File: src/load_adaptive_current_regs.svh
// constants for the load-adaptive current regulator and its serial configuration port
// assumes core_clk at 40 MHz and a serial clock well below half of it

`ifndef LOAD_ADAPTIVE_CURRENT_REGS_SVH
`define LOAD_ADAPTIVE_CURRENT_REGS_SVH

`define CMD_BITS 20
`define SCALE_BITS 5
`define SCALE_DIV_SHIFT 5
`define THR_SHIFT 5
`define MEAS_BITS 10
`define FILTER_SAMPLES 4
`define FILTER_SHIFT 2
`define DN_COUNT_CODE0 6'h20
`define DN_COUNT_CODE1 6'h08
`define DN_COUNT_CODE2 6'h02
`define DN_COUNT_CODE3 6'h01
`define SCALE_RESET 5'h1F

`endif

File: src/load_adaptive_current_pkg.sv
// types shared by the regulator top and its serial configuration port
// assumes the constants header is compiled alongside
package load_adaptive_current_pkg;

  // user settings of the regulator, held outside this block
  typedef struct packed {
    logic [4:0] current_scale;
    logic [1:0] current_step_up;
    logic [1:0] current_step_down_count;
    logic min_current_quarter_sel;
    logic load_filter_en;
    logic [3:0] lower_load_threshold;
    logic [3:0] upper_load_hysteresis;
  } regulator_cfg_t;

  // one command word received on chip select rise
  typedef struct packed {
    logic [19:0] word;
    logic valid;
  } serial_cmd_t;

  typedef enum logic [0:0] {
    PORT_IDLE = 1'b0,
    PORT_ACTIVE = 1'b1
  } port_state_t;

endpackage

File: src/serial_cfg_port.sv
// four-wire serial configuration port, mode 3, sampled by core_clk
// assumes sck, sdi, csn are asynchronous pins and sck runs below core_clk/2
`timescale 1ns/1ps
`include "load_adaptive_current_regs.svh"
module serial_cfg_port
  import load_adaptive_current_pkg::*;
(
  input wire logic core_clk,
  input wire logic resetn,
  input wire logic sck,
  input wire logic sdi,
  input wire logic csn,
  input wire logic [`CMD_BITS-1:0] resp_word,
  output logic sdo,
  output serial_cmd_t cmd
);

  logic [2:0] sck_s_r, sdi_s_r, csn_s_r;
  logic [2:0] sck_s_nxt, sdi_s_nxt, csn_s_nxt;
  logic [`CMD_BITS-1:0] shift_r, shift_nxt;
  logic sdo_r, sdo_nxt;
  serial_cmd_t cmd_r, cmd_nxt;
  port_state_t state_r, state_nxt;
  logic sck_rise, sck_fall, csn_fall, csn_rise;
  logic sdo_may_move;

  // two stages of synchroniser, the third stage is only for edge finding
  always_comb begin
    sck_s_nxt = {sck_s_r[1:0], sck};
    sdi_s_nxt = {sdi_s_r[1:0], sdi};
    csn_s_nxt = {csn_s_r[1:0], csn};
  end

  assign sck_rise = sck_s_r[1] & ~sck_s_r[2];
  assign sck_fall = ~sck_s_r[1] & sck_s_r[2];
  assign csn_fall = ~csn_s_r[1] & csn_s_r[2];
  assign csn_rise = csn_s_r[1] & ~csn_s_r[2];
  // the only two events that may load a new bit onto data out
  assign sdo_may_move = sck_fall | csn_fall;

  // shift engine; the response is loaded at select fall so its msb leads
  always_comb begin
    shift_nxt = shift_r;
    sdo_nxt = sdo_r;
    state_nxt = state_r;
    cmd_nxt = '{word: cmd_r.word, valid: 1'b0};
    unique case (state_r)
      PORT_IDLE: begin
        if (csn_fall) begin
          state_nxt = PORT_ACTIVE;
          shift_nxt = resp_word;
          sdo_nxt = resp_word[`CMD_BITS-1];
        end
      end
      PORT_ACTIVE: begin
        if (csn_rise) begin
          state_nxt = PORT_IDLE;
          cmd_nxt = '{word: shift_r, valid: 1'b1};
        end else if (sck_rise) begin
          shift_nxt = {shift_r[`CMD_BITS-2:0], sdi_s_r[1]};
        end else if (sck_fall) begin
          sdo_nxt = shift_r[`CMD_BITS-1];
        end
      end
    endcase
  end

  always_ff @(posedge core_clk) begin
    if (!resetn) begin
      sck_s_r <= 3'h7;
      sdi_s_r <= 3'h0;
      csn_s_r <= 3'h7;
      shift_r <= 20'h00000;
      sdo_r <= 1'b0;
      cmd_r <= '0;
      state_r <= PORT_IDLE;
    end else begin
      sck_s_r <= sck_s_nxt;
      sdi_s_r <= sdi_s_nxt;
      csn_s_r <= csn_s_nxt;
      shift_r <= shift_nxt;
      sdo_r <= sdo_nxt;
      cmd_r <= cmd_nxt;
      state_r <= state_nxt;
    end
  end

  assign sdo = sdo_r;
  assign cmd = cmd_r;
endmodule // serial_cfg_port

File: src/load_adaptive_current_spi_cfg.sv
// load-adaptive coil current regulator with its serial configuration port
// assumes load measurements and coil values come from logic on core_clk,
// one measurement strobe per motor full step
`timescale 1ns/1ps
`include "load_adaptive_current_regs.svh"
module load_adaptive_current_spi_cfg
  import load_adaptive_current_pkg::*;
#(
  parameter int COIL_W = 9,
  parameter int STATUS_W = 15
) (
  input wire logic core_clk,
  input wire logic resetn,
  input wire logic sck,
  input wire logic sdi,
  input wire logic csn,
  output logic sdo,
  input wire regulator_cfg_t cfg,
  input wire logic [`MEAS_BITS-1:0] load_measurement,
  input wire logic load_measurement_valid,
  input wire logic [COIL_W-1:0] coil_a_in,
  input wire logic [COIL_W-1:0] coil_b_in,
  output logic [COIL_W-1:0] coil_a_out,
  output logic [COIL_W-1:0] coil_b_out,
  input wire logic [STATUS_W-1:0] status_bits,
  output logic [`SCALE_BITS-1:0] actual_current_scale,
  output serial_cmd_t cmd
);

  // ---- measurement filter
  logic [1:0] filt_cnt_r, filt_cnt_nxt;
  logic [`MEAS_BITS+1:0] filt_acc_r, filt_acc_nxt;
  logic [`MEAS_BITS-1:0] meas_r, meas_nxt;
  logic meas_valid_r, meas_valid_nxt;
  logic [`MEAS_BITS+1:0] filt_sum;

  assign filt_sum = filt_acc_r + {2'h0, load_measurement};

  // with the filter on only every fourth strobe reaches the regulator,
  // so the regulator slows down by the same factor
  always_comb begin
    filt_cnt_nxt = filt_cnt_r;
    filt_acc_nxt = filt_acc_r;
    meas_nxt = meas_r;
    meas_valid_nxt = 1'b0;
    if (load_measurement_valid) begin
      if (!cfg.load_filter_en) begin
        meas_nxt = load_measurement;
        meas_valid_nxt = 1'b1;
        filt_cnt_nxt = 2'h0;
        filt_acc_nxt = '0;
      end else if (filt_cnt_r == 2'(`FILTER_SAMPLES - 1)) begin
        meas_nxt = filt_sum[`MEAS_BITS+1:`FILTER_SHIFT];
        meas_valid_nxt = 1'b1;
        filt_cnt_nxt = 2'h0;
        filt_acc_nxt = '0;
      end else begin
        filt_cnt_nxt = filt_cnt_r + 2'h1;
        filt_acc_nxt = filt_sum;
      end
    end
  end

  always_ff @(posedge core_clk) begin
    if (!resetn) begin
      filt_cnt_r <= 2'h0;
      filt_acc_r <= '0;
      meas_r <= '0;
      meas_valid_r <= 1'b0;
    end else begin
      filt_cnt_r <= filt_cnt_nxt;
      filt_acc_r <= filt_acc_nxt;
      meas_r <= meas_nxt;
      meas_valid_r <= meas_valid_nxt;
    end
  end

  // ---- thresholds and limits
  logic [`MEAS_BITS-1:0] lower_thr, upper_thr;
  logic [4:0] thr_sum;
  logic [`SCALE_BITS-1:0] scale_floor;
  logic [5:0] step_inc;
  logic [5:0] dn_target;

  assign thr_sum = {1'b0, cfg.lower_load_threshold} + {1'b0, cfg.upper_load_hysteresis} + 5'h01;
  assign lower_thr = {1'b0, cfg.lower_load_threshold, 5'h00};
  assign upper_thr = {thr_sum, 5'h00};
  // floor is a plain shift of the user scale code, so a scale of 0 floors at 0
  assign scale_floor = cfg.min_current_quarter_sel ? (cfg.current_scale >> 2)
                                                   : (cfg.current_scale >> 1);
  // step widths are powers of two, so a shift replaces a lookup table
  assign step_inc = 6'h01 << cfg.current_step_up;

  always_comb begin
    unique case (cfg.current_step_down_count)
      2'h0: dn_target = `DN_COUNT_CODE0;
      2'h1: dn_target = `DN_COUNT_CODE1;
      2'h2: dn_target = `DN_COUNT_CODE2;
      2'h3: dn_target = `DN_COUNT_CODE3;
    endcase
  end

  // ---- regulator
  logic [`SCALE_BITS-1:0] scale_r, scale_nxt;
  logic [5:0] dn_cnt_r, dn_cnt_nxt;
  logic [5:0] scale_work;

  // the clamp runs every cycle, not only on a measurement, so a rewrite of
  // the user scale or the floor bit takes effect one cycle later, without waiting for a measurement
  always_comb begin
    scale_work = {1'b0, scale_r};
    dn_cnt_nxt = dn_cnt_r;
    if (meas_valid_r) begin
      if (meas_r < lower_thr) begin
        scale_work = {1'b0, scale_r} + step_inc;
        dn_cnt_nxt = 6'h00;
      end else if (meas_r >= upper_thr) begin
        if (dn_cnt_r + 6'h01 >= dn_target) begin
          dn_cnt_nxt = 6'h00;
          if (scale_r != 5'h00) begin
            scale_work = {1'b0, scale_r} - 6'h01;
          end
        end else begin
          dn_cnt_nxt = dn_cnt_r + 6'h01;
        end
      end
    end
    if (scale_work > {1'b0, cfg.current_scale}) begin
      scale_nxt = cfg.current_scale;
    end else if (scale_work < {1'b0, scale_floor}) begin
      scale_nxt = scale_floor;
    end else begin
      scale_nxt = scale_work[`SCALE_BITS-1:0];
    end
  end

  always_ff @(posedge core_clk) begin
    if (!resetn) begin
      scale_r <= `SCALE_RESET;
      dn_cnt_r <= 6'h00;
    end else begin
      scale_r <= scale_nxt;
      dn_cnt_r <= dn_cnt_nxt;
    end
  end

  assign actual_current_scale = scale_r;

  // ---- coil scaling by (scale+1)/32
  logic [5:0] scale_mult;
  logic [COIL_W+5:0] prod_a, prod_b;
  logic [COIL_W-1:0] coil_a_r, coil_a_nxt, coil_b_r, coil_b_nxt;

  assign scale_mult = {1'b0, scale_r} + 6'h01;

  // truncation instead of rounding keeps 32/32 an exact pass-through
  always_comb begin
    prod_a = {6'h00, coil_a_in} * {{COIL_W{1'b0}}, scale_mult};
    prod_b = {6'h00, coil_b_in} * {{COIL_W{1'b0}}, scale_mult};
    coil_a_nxt = prod_a[COIL_W+`SCALE_DIV_SHIFT-1:`SCALE_DIV_SHIFT];
    coil_b_nxt = prod_b[COIL_W+`SCALE_DIV_SHIFT-1:`SCALE_DIV_SHIFT];
  end

  always_ff @(posedge core_clk) begin
    if (!resetn) begin
      coil_a_r <= '0;
      coil_b_r <= '0;
    end else begin
      coil_a_r <= coil_a_nxt;
      coil_b_r <= coil_b_nxt;
    end
  end

  assign coil_a_out = coil_a_r;
  assign coil_b_out = coil_b_r;

  // ---- serial port; status word carries the actual scale in its low bits
  logic [`CMD_BITS-1:0] resp_word;

  assign resp_word = {status_bits, scale_r};

  serial_cfg_port port_u (
    .core_clk (core_clk),
    .resetn (resetn),
    .sck (sck),
    .sdi (sdi),
    .csn (csn),
    .resp_word (resp_word),
    .sdo (sdo),
    .cmd (cmd)
  );

  logic cfg_steady;
  logic high_meas;
  logic mid_meas;
  logic cfg_seen_r, cfg_seen_nxt;
  regulator_cfg_t cfg_prev_r, cfg_prev_nxt;

  // settings one cycle back; the seen flag keeps the first cycle after
  // reset from counting as steady, whatever the settings are
  always_comb begin
    cfg_prev_nxt = cfg;
    cfg_seen_nxt = 1'b1;
  end

  always_ff @(posedge core_clk) begin
    if (!resetn) begin
      cfg_prev_r <= '0;
      cfg_seen_r <= 1'b0;
    end else begin
      cfg_prev_r <= cfg_prev_nxt;
      cfg_seen_r <= cfg_seen_nxt;
    end
  end

  assign cfg_steady = cfg_seen_r && (cfg == cfg_prev_r);
  // plain flags for the high and mid measurement classes, so that they can be looked back at
  assign high_meas = meas_valid_r && meas_r >= upper_thr;
  assign mid_meas = meas_valid_r && meas_r >= lower_thr && meas_r < upper_thr;
endmodule // load_adaptive_current_spi_cfg

File: config.mk
export PLATFORM = sky130hd
export DESIGN_NAME = load_adaptive_current_spi_cfg
export DESIGN_NICKNAME = d
export VERILOG_FILES = /design/src/load_adaptive_current_pkg.sv /design/src/serial_cfg_port.sv /design/src/load_adaptive_current_spi_cfg.sv
export VERILOG_INCLUDE_DIRS = /design/src
export SDC_FILE = /design/constraint.sdc
export NUM_CORES = 1
export LEC_CHECK = 0
export BUFFER_PORTS_ARGS = -buffer_cell sky130_fd_sc_hd__buf_2
export CAP_MARGIN = 10
export CORE_MARGIN = 10
export CORE_UTILIZATION = 50
export CTS_CLUSTER_DIAMETER = 150
export DETAILED_ROUTE_END_ITERATION = 8
export PLACE_DENSITY_LB_ADDON = 0.15
export SLEW_MARGIN = 10
export SYNTH_ARGS = -nofsm -noshare
export SYNTH_HDL_FRONTEND = slang
export SYNTH_HIERARCHICAL = 1
export SYNTH_SLANG_ARGS = --single-unit
File: constraint.sdc
create_clock -name core_clk -period 4.4 [get_ports core_clk]
set_input_delay 0.22 -clock core_clk [delete_from_list [all_inputs] [get_ports core_clk]]
set_output_delay 0.22 -clock core_clk [all_outputs]
set_load 0.05 [all_outputs]
* Word level (Yosys, flattened, before mapping)
Cells that the tools add are included.
Storage, ports and cells: flip-flop bits (word level) 105, output and inout port bits 45, input bits 68, logic and storage cells 94
Operators by class: multipliers 2, muxes and demuxes 33, $add $sub $neg 8, eq/ne operators 10, magnitude comparators 5, bitwise gates (word level) 9, reductions and logical operators 10, shift-type cells 1
Operators by type and width (count):
- $mux W20 | 3
- $mux W6 | 8
- $pmux W20 S2 | 1
- $mul A9 B6 Y14 | 2
- $mux W12 | 2
- $pmux W6 S4 | 1
- $mux W10 | 2
- $add A12 B10 Y12 | 1
- $ge A10 B10 Y1 | 1
- $lt A10 B9 Y1 | 1
- $mux W5 | 2
- $reduce_and A2 Y1 | 5
- $mux W1 | 9
- $ne A2 B2 Y1 const B | 4
- $add A5 B1 Y6 const B | 1
- $add A5 B6 Y6 | 1
- $add A6 B1 Y6 const B | 1
- $eq A2 B2 Y1 const B | 3
- $ge A6 B6 Y1 | 1
- $gt A6 B5 Y1 | 1
- $lt A6 B4 Y1 | 1
- $shl A1 B2 Y6 const A | 1
- $sub A5 B1 Y6 const B | 1
- $add A4 B4 Y5 | 1
- 14 further kinds | 24

* Longest topological paths before layout
word-level depth 10, mapped depth 22, mapped depth without buffers 22

* Modules after synthesis
Netlist, hierarchy kept.
Modules (own cells, without submodules):
- load_adaptive_current_spi_cfg | instances 1, area each 6439.9 µm², seq. area each 1081.0 µm², cells an instance 768
- serial_cfg_port | instances 1, area each 1983.2 µm², seq. area each 1021.0 µm², cells an instance 176

* Worst setup path before layout
Ideal clock, no wire load.
kind register -> register, start reg scale_r[0], in the netlist actual_current_scale[0], end reg coil_b_r[8], in the netlist coil_b_out[8], clock period less this slack 5.114 ns, library setup time 0.128 ns, path buffers 1, stages on the path, launching flop included 17, data required time 4.272 ns, arrival 4.987 ns, slack -0.714 ns, cells stage by stage dfxtp_1 > clkinv_1 > nor3_1 > clkbuf_1 > nand2_1 > fa_1 > fa_1 > fa_1 > inv_1 > ha_1 > inv_1 > o21bai_1 > a211oi_1 > o21a_1 > o31ai_1 > xnor2_1 > nor2_1
On the way: longest elaborated chain between the ends 2
Ends and longest elaborated chain:
- start, declared | RTL line load_adaptive_current_spi_cfg.sv:104 | logic [`SCALE_BITS-1:0] scale_r, scale_nxt;
- start signal, assigned | RTL line load_adaptive_current_spi_cfg.sv:139 | scale_r <= `SCALE_RESET;
- start signal, assigned | RTL line load_adaptive_current_spi_cfg.sv:142 | scale_r <= scale_nxt;
- $add A5 B1 Y6 | RTL line load_adaptive_current_spi_cfg.sv:154 | assign scale_mult = {1'b0, scale_r} + 6'h01;
- $mul A9 B6 Y14 | RTL line load_adaptive_current_spi_cfg.sv:159 | prod_b = {6'h00, coil_b_in} * {{COIL_W{1'b0}}, scale_mult};
- end signal, assigned | RTL line load_adaptive_current_spi_cfg.sv:170 | coil_b_r <= coil_b_nxt;
- end, declared | RTL line load_adaptive_current_spi_cfg.sv:152 | logic [COIL_W-1:0] coil_a_r, coil_a_nxt, coil_b_r, coil_b_nxt;
Every way passes these cells. A chain may end at the register's enable or synchronous reset.

* Worst setup path after layout
start reg scale_r[0], in the netlist actual_current_scale[0], end reg coil_b_r[7], in the netlist coil_b_out[7]
The elaborated chain is that of the path after synthesis.

==> impl_metrics.ini <==
[finish]
syn_to_final_growth_pct = 15.7
n_fill_cell = 1527
n_antenna_cell = 0
final_nets = 1258
drive_gt1_share_pct = 18.5

[grt]
grt_pass1_vias = 6838
grt_pass1_wl_um = 33500
grt_max_degree = 48
antenna_found_initial = 0
grt_remaining_overflow = 0
grtUsageTotal_pct = 18.0

[clock_network]
clock_path_buffers = 2
clk_latency_ns = 0.36
cts_inserted_buffers = 9
clk_pin_slew_ns = 0.09
htreeDepth = 3
post-cts-setup-buffer-count = 0
cts_hold_buf = 0
cts_sinks = 105
clockRootBuffer = clkbuf_16
cts_tree = yes

[timing]
final_max_slew_viol_count = 0
worst_pin_slew_ns = 1.07
maxClockFrequency_mhz = 237
fin_crit_sh_pct = 95.8
hold_violations = 0
fin_skew_ns = 0.0154
min_period_ns = 4.22
relSlewSlack_pct = 28.9
rsz0062_at_grt = yes
fin_ws_ns = 0.184
finalSetupViolCount = 0

[routing]
ant_nets = 0
vias = 6913
finalWirelength_um = 20000
drtPass1Iterations = 5
route.detailed.drc = 0
drt_iter0_markers = 454
wl_per_cell_um = 15.7
vias_per_cell = 5.41

[logic_synthesis]
synth_area_leaders = dfxtp_1, fa_1, ha_1
synth_common_cells = dfxtp_1, inv_1, ha_1
yosysMostFrequentCell = dfxtp_1
async_flop_share_pct = 0
synth_edf_count = 0
syn_nets = 1149
avgSynthCellArea_um2 = 8.92
synth_largest_area_cell = dfxtp_1
synth_seq_area_share_pct = 25.0
synth-seq-cells = 105
netlist_area_um2 = 8420
synth_top_cell_area_share_pct = 25.0
synth_flop_cell = dfxtp_1
ys_types = 69
ys.warnings.count = 6
netlist_instances = 944

[critical_path]
rr_endpoint = coil_b_out[7]$_SDFF_PN0_
required_ns = 4.68
r2r_start = actual_current_scale[0]$_SDFF_PN1_
worstSetupEndpointType = register
r2r_setup_slack_ns = 0.18
start_kind = register
crit_type = register to register
critPathMaxFanout = 11
crit_arrival_ns = 4.50
ff2ff_path_depth = 17

[floorplan]
start_util_pct = 51.0
die_x_um = 150
core_um2 = 16500
die_h_um = 150
fp-row-count = 47
dieArea_um2 = 22400
io_pins = 113

[status]
status = complete, no violations

[placed_design]
gp_congestion = 0.874
post-place-ws_ns = -0.0494
portBuffers = 112
hpwl_um = 15600

[flow_run]
drv_cap = 0

[hold_path]
whs_endpoint = port_u/csn_s_r[0]$_SDFF_PN1_
hold_start = csn
min_path_type = input pin to register
worstHoldPathCells = 2
how the worst max path moves through the flow:
stage | start | end | cells after the start
6_report | actual_current_scale[0]$_SDFF_PN1_ | coil_b_out[7]$_SDFF_PN0_ | 17
5_1_grt | actual_current_scale[0]$_SDFF_PN1_ | coil_b_out[7]$_SDFF_PN0_ | 17
4_1_cts | actual_current_scale[0]$_SDFF_PN1_ | coil_b_out[7]$_SDFF_PN0_ | 17
3_5_place_dp | cfg[4] | actual_current_scale[0]$_SDFF_PN1_ | 21
3_3_place_gp | cfg[4] | actual_current_scale[2]$_SDFF_PN1_ | 21
2_1_floorplan | actual_current_scale[4]$_SDFF_PN1_ | coil_b_out[8]$_SDFF_PN0_ | 17
per-layer routing:
layer	wire length, µm	GRT usage, %	share of wire, %	vias up
met5	0	0	0	-
met4	188	4.71	0.94	0
met3	924	2.90	4.6	11
met2	9240	28.5	46	131
met1	9680	24.9	48	3275
li1	-	-	-	3496
registers in the layout (all words and copies together) (netlist names):
register              cells
actual_current_scale      5
coil_a_out                9
coil_b_out                9
dn_cnt_r                  6
filt_acc_r               12
filt_cnt_r                2
meas_r                   10
meas_valid_r              1
port_u/cmd               21
port_u/csn_s_r            3
port_u/sck_s_r            3
port_u/sdi_s_r            2
port_u/sdo                1
port_u/shift_r           20
port_u/state_r            1
stage by stage:
step	hold WS [ns]	cells	area [µm²]	TNS [ns]	util, %
after detailed placement	0.397	1262	9340	-0.131	56.5
after global placement	0.389	1262	9340	0	56.5
after floorplan	0.321	944	8490	0	-
after global routing	0.0274	1278	9740	-0.0614	59.0
after CTS	0.0201	1278	9670	0	58.5
final	0.0298	1278	9740	0	59.0
placed cells by master (no fill, tap or decap), drive strengths merged, types with 18 or more instances in the layout:
cell type and count:
dfxtp 105, nor2b 20, and2 62, inv 92, buf 141, a211oi 28
xnor2 26, nand3 20, mux2i 32, a22o 20, nand2 72, ha 80
o21ai 22, a21oi 45, a311oi 23, nor2 55, fa 57, nand2b 18
cells by family (layout without fill, tap and decap cells):
logic type	Yosys count	after routing	synth area share, %
simple gates	299	299	18.5
compound gates	200	200	16.9
fa+ha+maj	137	137	25.4
buf+inv	132	246	6.31
flops	105	105	25.0
xor+xnor	37	37	3.85
mux	34	34	4.07
layout make-up:
type	instances	area, µm²	share of cell area (%)
Clock buffer	9	225	2.31
Sequential cell	105	2120	21.8
Clock inverter	7	93.8	0.963
Inverter	89	335	3.44
Multi-Input combinational cell	707	5900	60.5
Tap cell	220	275	2.83
Timing Repair Buffer	141	795	8.15
what timing repair did:
action	CTS	global route
resized for setup	1	14
pin swaps	0	6
endpoints found under the setup margin	2	14
gates cloned	0	0
critical path, stage by stage (launching register included):
cell	delay [ns]
dfxtp_4	0.37
clkinv_2	0.06
buf_4	0.18
nor3_4	0.06
buf_6	0.15
buf_4	0.15
and2_1	0.17
fa_1	0.53
inv_1	0.06
fa_1	0.51
fa_1	0.55
inv_1	0.04
ha_1	0.34
or2_2	0.31
a21oi_1	0.20
nor2_1	0.09
a21oi_1	0.18
mux2i_1	0.22
Power is left out: the tool's default activity adds up to more than one toggle a clock period on the data nets, which glitch-free logic cannot reach.
